<file path="src/rtl/can_txerr_pkg.sv">
// package for the transmit error / transmit buffer / mask select block
// assumes a 32-bit ahb-lite register bus, one word per register
package can_txerr_pkg;
  // register byte offsets
  localparam logic [7:0] OFS_TX_ERROR_COUNT = 8'h00;
  localparam logic [7:0] OFS_TX_CONTROL = 8'h04;
  localparam logic [7:0] OFS_IDENT_LOW = 8'h08;
  localparam logic [7:0] OFS_IDENT_HIGH = 8'h0C;
  localparam logic [7:0] OFS_EXT_IDENT_LOW = 8'h10;
  localparam logic [7:0] OFS_EXT_IDENT_HIGH = 8'h14;
  localparam logic [7:0] OFS_DATA_LENGTH = 8'h18;
  localparam logic [7:0] OFS_MODE = 8'h1C;
  localparam logic [7:0] OFS_FILTER_MASK_SEL = 8'h20;
  localparam logic [7:0] OFS_IRQ_STATUS = 8'h24;
  localparam logic [7:0] OFS_IRQ_MASK = 8'h28;
  localparam logic [7:0] OFS_DATA_BASE = 8'h40;
  // field positions
  localparam int TX_REQ_BIT = 3;
  localparam int EXT_IDENT_EN_BIT = 3;
  localparam int STD_LOW_LSB = 5;
  // reset values
  localparam logic [7:0] FILTER_MASK_SEL_RESET = 8'h50;
  localparam logic [2:0] MODE_RESET = 3'h4;
  // bus-off recovery counts
  localparam logic [3:0] RECESSIVE_RUN_BITS = 4'hB;
  localparam logic [7:0] RECOVERY_SEQUENCES = 8'h80;
  // operating modes
  localparam logic [2:0] MODE_NORMAL = 3'h0;
  localparam logic [2:0] MODE_LOOPBACK = 3'h2;
  localparam logic [2:0] MODE_CONFIG = 3'h4;
  // interrupt status bit positions
  localparam int IRQ_TX_DONE = 0;
  localparam int IRQ_BUS_OFF = 1;
  localparam int IRQ_RECOVERED = 2;
  localparam int IRQ_BITS = 3;
  // ahb htrans codes
  localparam logic [1:0] HTRANS_NONSEQ = 2'h2;

  // ahb-lite slave side signals
  typedef struct packed {
    logic hsel;
    logic [31:0] haddr;
    logic [1:0] htrans;
    logic hwrite;
    logic [2:0] hsize;
    logic [31:0] hwdata;
    logic hready;
  } ahb_req_t;

  typedef struct packed {
    logic [31:0] hrdata;
    logic hreadyout;
    logic hresp;
  } ahb_rsp_t;

  // frame handed to the bit engine
  typedef struct packed {
    logic [10:0] std_ident;
    logic ext_en;
    logic [17:0] ext_ident;
    logic [3:0] dlc;
    logic [63:0] data;
  } tx_frame_t;

  // bus-off recovery counter state
  typedef struct packed {
    logic [3:0] run;
    logic [7:0] seq;
  } recov_t;
endpackage

</file>
<file path="src/rtl/busoff_recovery.sv">
// counts runs of eleven recessive bits while the node is bus-off
// assumes one sample strobe per bus bit time from the bit engine
module busoff_recovery
  import can_txerr_pkg::*;
(
  input wire logic clk_in,
  input wire logic rst_in,
  input wire logic active_in, // bus-off in force
  input wire logic bit_strobe_in, // one bus bit sampled
  input wire logic bit_recessive_in, // sampled level is recessive
  output logic done_out // pulse: all sequences seen
);
  recov_t state;
  recov_t next_state;
  logic next_done;

  // run and sequence counting
  always_comb
  begin
    next_state = state;
    next_done = 1'b0;
    if (!active_in)
    begin
      next_state = '0;
    end
    else if (bit_strobe_in)
    begin
      if (!bit_recessive_in)
      begin
        next_state.run = 4'h0; // dominant bit breaks the run
      end
      else if (state.run == RECESSIVE_RUN_BITS - 4'h1)
      begin
        next_state.run = 4'h0; // one full run seen
        if (state.seq == RECOVERY_SEQUENCES - 8'h01)
        begin
          next_state.seq = 8'h00;
          next_done = 1'b1;
        end
        else
        begin
          next_state.seq = state.seq + 8'h01;
        end
      end
      else
      begin
        next_state.run = state.run + 4'h1;
      end
    end
  end

  // state register
  always_ff @(posedge clk_in)
  begin
    if (rst_in)
    begin
      state <= '0;
      done_out <= 1'b0;
    end
    else
    begin
      state <= next_state;
      done_out <= next_done;
    end
  end
endmodule

</file>
<file path="src/rtl/can_tx_error_and_mask_select.sv">
// transmit error counter, one transmit buffer and filter mask select,
// behind an ahb-lite slave; assumes a bit engine outside that sends
// frames and reports errors and bus bit samples
//
// The register offsets and the AHB-Lite slave port were chosen for this implementation.
module can_tx_error_and_mask_select
  import can_txerr_pkg::*;
#(
  parameter int DATA_BYTES = 8
)
(
  input wire logic clk_in,
  input wire logic rst_in,
  input wire ahb_req_t ahb_in,
  output ahb_rsp_t ahb_out,
  input wire logic [1:0] func_mode_in, // functional mode 0, 1 or 2
  input wire logic tx_error_in, // pulse: transmit error seen
  input wire logic tx_success_in, // pulse: frame sent on the bus
  input wire logic bit_strobe_in, // one bus bit sampled
  input wire logic bit_recessive_in, // sampled level is recessive
  output logic tx_start_out, // level: frame ready for the bit engine
  output tx_frame_t tx_frame_out, // frame contents
  output logic bus_off_out, // level: node off the bus
  output logic [1:0] filter0_mask_choice_out,
  output logic [1:0] filter1_mask_choice_out,
  output logic [1:0] filter2_mask_choice_out,
  output logic [1:0] filter3_mask_choice_out,
  output logic irq_out // level: unmasked status pending
);
  // all block state except the recovery counter's run and sequence counts
  typedef struct packed {
    logic [7:0] transmit_error_count;
    logic bus_off;
    logic tx_ctrl_req;
    logic [1:0] tx_prio;
    logic [7:0] tx_buffer0_ident_low;
    logic [7:0] tx_buffer0_ident_high;
    logic [7:0] tx_buffer0_ext_ident_low;
    logic [7:0] tx_buffer0_ext_ident_high;
    logic [3:0] dlc;
    logic [2:0] op_mode;
    logic [7:0] filter_mask_select_0;
    logic [IRQ_BITS-1:0] irq_status;
    logic [IRQ_BITS-1:0] irq_mask;
    logic [DATA_BYTES-1:0][7:0] data;
    logic dp_valid; // data phase pending
    logic dp_write;
    logic [7:0] dp_addr;
    logic [31:0] rdata;
  } state_t;

  state_t st;
  state_t nx;
  logic recov_done;
  logic [IRQ_BITS-1:0] irq_set;
  logic mode_sends;
  logic addr_phase;
  logic [31:0] rd_word;

  // mask select register present only in functional modes 1 and 2
  function automatic logic msel_present(input logic [1:0] fm);
    return (fm == 2'h1) || (fm == 2'h2);
  endfunction

  // data byte index decode: true when the address is the word of byte i
  function automatic logic data_hit(input logic [7:0] a, input int i);
    return a == (OFS_DATA_BASE + 8'(i * 4));
  endfunction

  // bus-off recovery counter
  busoff_recovery u_recovery (
    .clk_in(clk_in),
    .rst_in(rst_in),
    .active_in(st.bus_off),
    .bit_strobe_in(bit_strobe_in),
    .bit_recessive_in(bit_recessive_in),
    .done_out(recov_done)
  );

  assign mode_sends = (st.op_mode == MODE_NORMAL) || (st.op_mode == MODE_LOOPBACK);
  assign addr_phase = ahb_in.hsel && ahb_in.hready && (ahb_in.htrans == HTRANS_NONSEQ);

  // read mux for the address being read
  always_comb
  begin
    rd_word = 32'h0000_0000;
    case (ahb_in.haddr[7:0])
      OFS_TX_ERROR_COUNT: rd_word = {24'h0, st.transmit_error_count};
      OFS_TX_CONTROL: rd_word = {28'h0, st.tx_ctrl_req, 1'b0, st.tx_prio};
      OFS_IDENT_LOW: rd_word = {24'h0, st.tx_buffer0_ident_low};
      OFS_IDENT_HIGH: rd_word = {24'h0, st.tx_buffer0_ident_high};
      OFS_EXT_IDENT_LOW: rd_word = {24'h0, st.tx_buffer0_ext_ident_low};
      OFS_EXT_IDENT_HIGH: rd_word = {24'h0, st.tx_buffer0_ext_ident_high};
      OFS_DATA_LENGTH: rd_word = {28'h0, st.dlc};
      OFS_MODE: rd_word = {28'h0, st.bus_off, st.op_mode};
      OFS_FILTER_MASK_SEL:
      begin
        // absent register reads zero
        if (msel_present(func_mode_in))
        begin
          rd_word = {24'h0, st.filter_mask_select_0};
        end
      end
      OFS_IRQ_STATUS: rd_word = {29'h0, st.irq_status};
      OFS_IRQ_MASK: rd_word = {29'h0, st.irq_mask};
      default:
      begin
        for (int i = 0; i < DATA_BYTES; i++)
        begin
          if (data_hit(ahb_in.haddr[7:0], i))
          begin
            rd_word = {24'h0, st.data[i]};
          end
        end
      end
    endcase
  end

  // next-state logic
  always_comb
  begin
    nx = st;
    irq_set = '0;
    // capture address phase; data phase follows with zero wait
    nx.dp_valid = addr_phase;
    nx.dp_write = ahb_in.hwrite;
    nx.dp_addr = ahb_in.haddr[7:0];
    if (addr_phase && !ahb_in.hwrite)
    begin
      nx.rdata = rd_word;
    end

    // error counting and bus-off entry
    if (tx_error_in && !st.bus_off)
    begin
      if (st.transmit_error_count == 8'hFF)
      begin
        nx.bus_off = 1'b1;
        irq_set[IRQ_BUS_OFF] = 1'b1;
      end
      else
      begin
        nx.transmit_error_count = st.transmit_error_count + 8'h01;
      end
    end
    // recovery after enough recessive runs
    if (recov_done)
    begin
      nx.transmit_error_count = 8'h00;
      nx.bus_off = 1'b0;
      irq_set[IRQ_RECOVERED] = 1'b1;
    end

    // register writes in the data phase
    if (st.dp_valid && st.dp_write)
    begin
      case (st.dp_addr)
        OFS_TX_CONTROL:
        begin
          nx.tx_ctrl_req = ahb_in.hwdata[TX_REQ_BIT];
          nx.tx_prio = ahb_in.hwdata[1:0];
        end
        OFS_IDENT_LOW: nx.tx_buffer0_ident_low = ahb_in.hwdata[7:0];
        OFS_IDENT_HIGH: nx.tx_buffer0_ident_high = ahb_in.hwdata[7:0];
        OFS_EXT_IDENT_LOW: nx.tx_buffer0_ext_ident_low = ahb_in.hwdata[7:0];
        OFS_EXT_IDENT_HIGH: nx.tx_buffer0_ext_ident_high = ahb_in.hwdata[7:0];
        OFS_DATA_LENGTH: nx.dlc = ahb_in.hwdata[3:0];
        OFS_MODE: nx.op_mode = ahb_in.hwdata[2:0];
        OFS_FILTER_MASK_SEL:
        begin
          // writes dropped when the register is absent
          if (msel_present(func_mode_in))
          begin
            nx.filter_mask_select_0 = ahb_in.hwdata[7:0];
          end
        end
        OFS_IRQ_STATUS: nx.irq_status = st.irq_status & ~ahb_in.hwdata[IRQ_BITS-1:0];
        OFS_IRQ_MASK: nx.irq_mask = ahb_in.hwdata[IRQ_BITS-1:0];
        default:
        begin
          for (int i = 0; i < DATA_BYTES; i++)
          begin
            if (data_hit(st.dp_addr, i))
            begin
              nx.data[i] = ahb_in.hwdata[7:0];
            end
          end
        end
      endcase
    end

    // completion clears the request; wins over a same-cycle write
    if (tx_success_in && st.tx_ctrl_req)
    begin
      nx.tx_ctrl_req = 1'b0;
      irq_set[IRQ_TX_DONE] = 1'b1;
    end

    // sticky status: set wins over clear
    nx.irq_status = nx.irq_status | irq_set;
  end

  // state register
  always_ff @(posedge clk_in)
  begin
    if (rst_in)
    begin
      st <= '0;
      st.op_mode <= MODE_RESET;
      st.filter_mask_select_0 <= FILTER_MASK_SEL_RESET;
    end
    else
    begin
      st <= nx;
    end
  end

  // request reaches the bit engine only in sending modes, off bus-off
  assign tx_start_out = st.tx_ctrl_req && mode_sends && !st.bus_off;

  // frame assembly; extended fields zeroed for standard frames
  always_comb
  begin
    tx_frame_out.std_ident = {st.tx_buffer0_ident_high,
                              st.tx_buffer0_ident_low[7:STD_LOW_LSB]};
    tx_frame_out.ext_en = st.tx_buffer0_ident_low[EXT_IDENT_EN_BIT];
    tx_frame_out.ext_ident = 18'h00000;
    if (tx_frame_out.ext_en)
    begin
      tx_frame_out.ext_ident = {st.tx_buffer0_ident_low[1:0],
                                st.tx_buffer0_ext_ident_high,
                                st.tx_buffer0_ext_ident_low};
    end
    else
    begin
      tx_frame_out.ext_ident = 18'h00000;
    end
    tx_frame_out.dlc = st.dlc;
    tx_frame_out.data = st.data;
  end

  // filter mask choice fields, two bits per filter
  assign filter0_mask_choice_out = st.filter_mask_select_0[1:0];
  assign filter1_mask_choice_out = st.filter_mask_select_0[3:2];
  assign filter2_mask_choice_out = st.filter_mask_select_0[5:4];
  assign filter3_mask_choice_out = st.filter_mask_select_0[7:6];

  assign bus_off_out = st.bus_off;
  assign irq_out = |(st.irq_status & st.irq_mask);

  // zero-wait okay slave
  assign ahb_out.hrdata = st.rdata;
  assign ahb_out.hreadyout = 1'b1;
  assign ahb_out.hresp = 1'b0;
endmodule

</file>
<file path="config.mk">
export PLATFORM = sky130hd
export DESIGN_NAME = can_tx_error_and_mask_select
export DESIGN_NICKNAME = d
export VERILOG_FILES = /design/src/rtl/can_txerr_pkg.sv /design/src/rtl/busoff_recovery.sv /design/src/rtl/can_tx_error_and_mask_select.sv
export SDC_FILE = /design/constraint.sdc
export NUM_CORES = 1
export LEC_CHECK = 0
export BUFFER_PORTS_ARGS = -buffer_cell sky130_fd_sc_hd__buf_2
export CAP_MARGIN = 20
export CORE_MARGIN = 10
export CORE_UTILIZATION = 35
export CTS_CLUSTER_DIAMETER = 50
export CTS_CLUSTER_SIZE = 25
export DETAILED_ROUTE_END_ITERATION = 8
export MAX_ROUTING_LAYER = met4
export SLEW_MARGIN = 25
export SYNTH_ARGS = -nofsm -noshare
export SYNTH_HDL_FRONTEND = slang
export SYNTH_SLANG_ARGS = --single-unit
</file>
<file path="constraint.sdc">
create_clock -name clk_in -period 3.5 [get_ports clk_in]
set_input_delay 0.7 -clock clk_in [delete_from_list [all_inputs] [get_ports clk_in]]
set_output_delay 0.7 -clock clk_in [all_outputs]
set_load 0.01 [all_outputs]
</file>
==> impl_metrics.toml <==
[power]
pwr-share-seq = 0.463
p_sw_frac = 0.250
pwr_density_cell_nw_per_um2 = 429
clock_power_share = 0.474
leakage_nw = 3.52
ir_drop_v = 0.000259
netSwitchingPower_w = 0.000996
p_int_w = 0.00299
comb_power_share = 0.063

[setup_path]
cp-end-kind = "flop"
r2r_cells = 6
arrival_ps = 2640
crit_type = "primary input to flop"
critical_path_required_ps = 3780
cp_max_fo = 26
worstSetupStartpointType = "primary input"

[place]
dpl.hpwl_mm = 20.8
port_buffers = 145
gp_congestion = 0.946
placed_cells = 1365

[logic_synthesis]
synth.area.top_cells = "dfxtp_1 38%, buf_4 11%, nand3_1 6.6%, a21oi_1 6.2%, nand2_1 6.1%"
syn_avg_cell_area_sq_um = 8.08
ys_seq_area_frac = 0.377
synth_cell_type_count = 74
synthFlopType = "dfxtp_1"
syn_area_sq_um = 8500
synth_edf_count = 0
synth_top_area_frac = 0.377
syn_inst = 1052
yosysWarnings = 0
ys_ff_latch = 160
yosys.area.top_type = "dfxtp_1"
async_reset_ff_frac = 0

[clock_tree]
cts_inserted_buffers = 17
clk_path_buf_depth = 2
cts_tree = "done"
clk_latency_ps = 440
clockRootBuffer = "clkbuf_16"
cts_resized = 0
clock_sinks = 160
clk_pin_slew_ps = 60
hold_buffers = 0
postCtsSetupRepairBufs = 0
h-tree-depth = 4

[final_layout]
area_growth_pct = 9.39
drive_gt1_frac = 0.203
fill_cells = 2516
stdcell_count = 1398
layout.nets = 1149

[sta]
finalClockSkew_ps = 14.1
tightest_slew_ps = 734
fin_tns_setup_ps = 0
drv_slew = 0
hold_viol = 0
fmax_mhz = 424
setup_violations = 0
min_period_over_period = 0.674
fin_crit_ps = 2360
slew-limit-headroom = 0.509
rsz0062_at_grt = "no"

[die]
die_area_sq_um = 30900
rows = 56
initial_utilization = 0.359
die_h_microns = 176
core_sq_um = 23700
ioPinCount = 223
fp.dieW_microns = 176

[route]
drtAntennaViolNets = 0
vias = 7389
avgViaCountPerCell = 5.29
drt-wirelength-per-cell_microns = 20.5
dr.pass1.iters = 5
dr.first_iter.drc_count = 826
wl_mm = 28.6
route.detailed.drc = 0

[grt]
grt_pass1_wl_mm = 43.2
antenna_found_initial = 1
grt_overflow = 0
grt_usage = 0.186
grt_pass1_vias = 6971
grt_max_degree = 49

[run]
maxCapViolCount = 0

[worst_hold_path]
hp-class = "flop to flop"
hold_depth = 2

[run_status]
outcome = "finished clean"
[path summary, 6_finish.rpt]
path	startpoint	to	slack, ps
max	ahb_in[42]	ahb_out[3]	1140
max reg2reg	st[39]	tx_frame_out[60]	1500
min	st[153]	st[153]	450
min reg2reg	st[153]	st[153]	450
[state kept, by name, indices dropped and copies added (netlist names), 2 cells and up]
register,count
ahb_out,8
filter0_mask_choice_out,2
filter1_mask_choice_out,2
filter2_mask_choice_out,2
filter3_mask_choice_out,2
st,50
tx_frame_out,80
u_recovery.state,12
[per-layer routing]
layer | track usage | up-vias | share of wire
li1 | - | 3572 | -
met1 | 0.247 | 3490 | 0.46
met2 | 0.277 | 308 | 0.45
met3 | 0.0433 | 19 | 0.073
met4 | 0.0456 | 0 | 0.014
met5 | - | - | 0
[power groups by stage]
stage	Combinational (W)	Clock, W	Sequential [W]
5_1_grt	0.000268	0.00198	0.00184
6_report	0.000249	0.00189	0.00184
4_1_cts	0.000245	0.00191	0.00184
3_3_place_gp	0.000243	0	0.00188
2_1_floorplan	0.000178	0	0.00188
3_5_place_dp	0.000244	0	0.00188
[kinds of logic (layout without fill, tap and decap cells)]
group,Yosys count,after routing,synth area share
and+or+nand+nor,422,422,0.247
buffers and inverters,207,209,0.149
AOI/OAI and AO/OA,199,199,0.151
DFF,160,160,0.377
muxes,41,41,0.0518
xor gates and xnor gates,17,17,0.0175
adders and majority gates,4,4,0.00589
other,2,27,0.000884
[synth_stat cells, types with 5 or more instances]
cell,instances
a21oi_1,106
a221o_1,6
a221oi_1,6
a22o_1,5
a22oi_1,8
a311oi_1,6
a31oi_1,6
and2_1,23
and3_1,6
buf_2,12
buf_4,125
clkbuf_1,57
dfxtp_1,160
inv_1,9
mux2i_1,35
nand2_1,137
nand3_1,112
nand4_1,11
nor2_1,69
nor2b_1,16
nor3_1,6
o21ai_0,7
o2bb2ai_1,15
xnor2_1,7
xor2_1,10
[cells in the final DEF, fill, tap and decap left out, drive strengths merged, types with 5 or more instances in the layout]
cell / n
o2bb2ai: 15
a311oi: 6
nand2: 137
and3: 6
xnor2: 7
nand3: 112
o21ai: 8
a31oi: 6
clkbuf: 21
inv: 11
nor3: 9
xor2: 10
a221oi: 6
a221o: 6
clkinv: 5
mux2i: 35
a22oi: 8
nor2: 71
conb: 26
nor2b: 16
buf: 167
a21oi: 106
and2: 23
dfxtp: 160
nand4: 11
a22o: 5
nor4: 6
[final cells by class]
type | count | area (sq um) | area share
multi-input cells | 709 | 4170 | 0.448
clock buffers | 21 | 460 | 0.0495
well taps | 319 | 399 | 0.0429
diodes | 1 | 2.50 | 0.000269
clock inverters | 11 | 131 | 0.0141
flip-flops and latches | 160 | 3200 | 0.345
inverters | 10 | 37.5 | 0.00404
repair buffers | 167 | 893 | 0.0961
[worst max-delay path, cell delays in order]
cell       delay [ps]
buf_2             430
buf_4             280
mux2_2            360
nand3_1            90
o22ai_1            90
a2111oi_0         490
a311oi_1          190
[through the flow]
step | worst slack, ps | total power, W | utilization | hold slack, ps | instance area (sq um)
6_report | 1140 | 0.00398 | 0.392 | 454 | 9300
5_1_grt | 1030 | 0.00410 | 0.392 | 475 | 9300
4_1_cts | 1120 | 0.00400 | 0.392 | 456 | 9290
3_5_place_dp | 769 | 0.00213 | 0.367 | 447 | 8700
3_3_place_gp | 742 | 0.00213 | 0.367 | 440 | 8700
2_1_floorplan | 1350 | 0.00206 | - | 429 | 8590
Power figures use the tool's default switching activity.
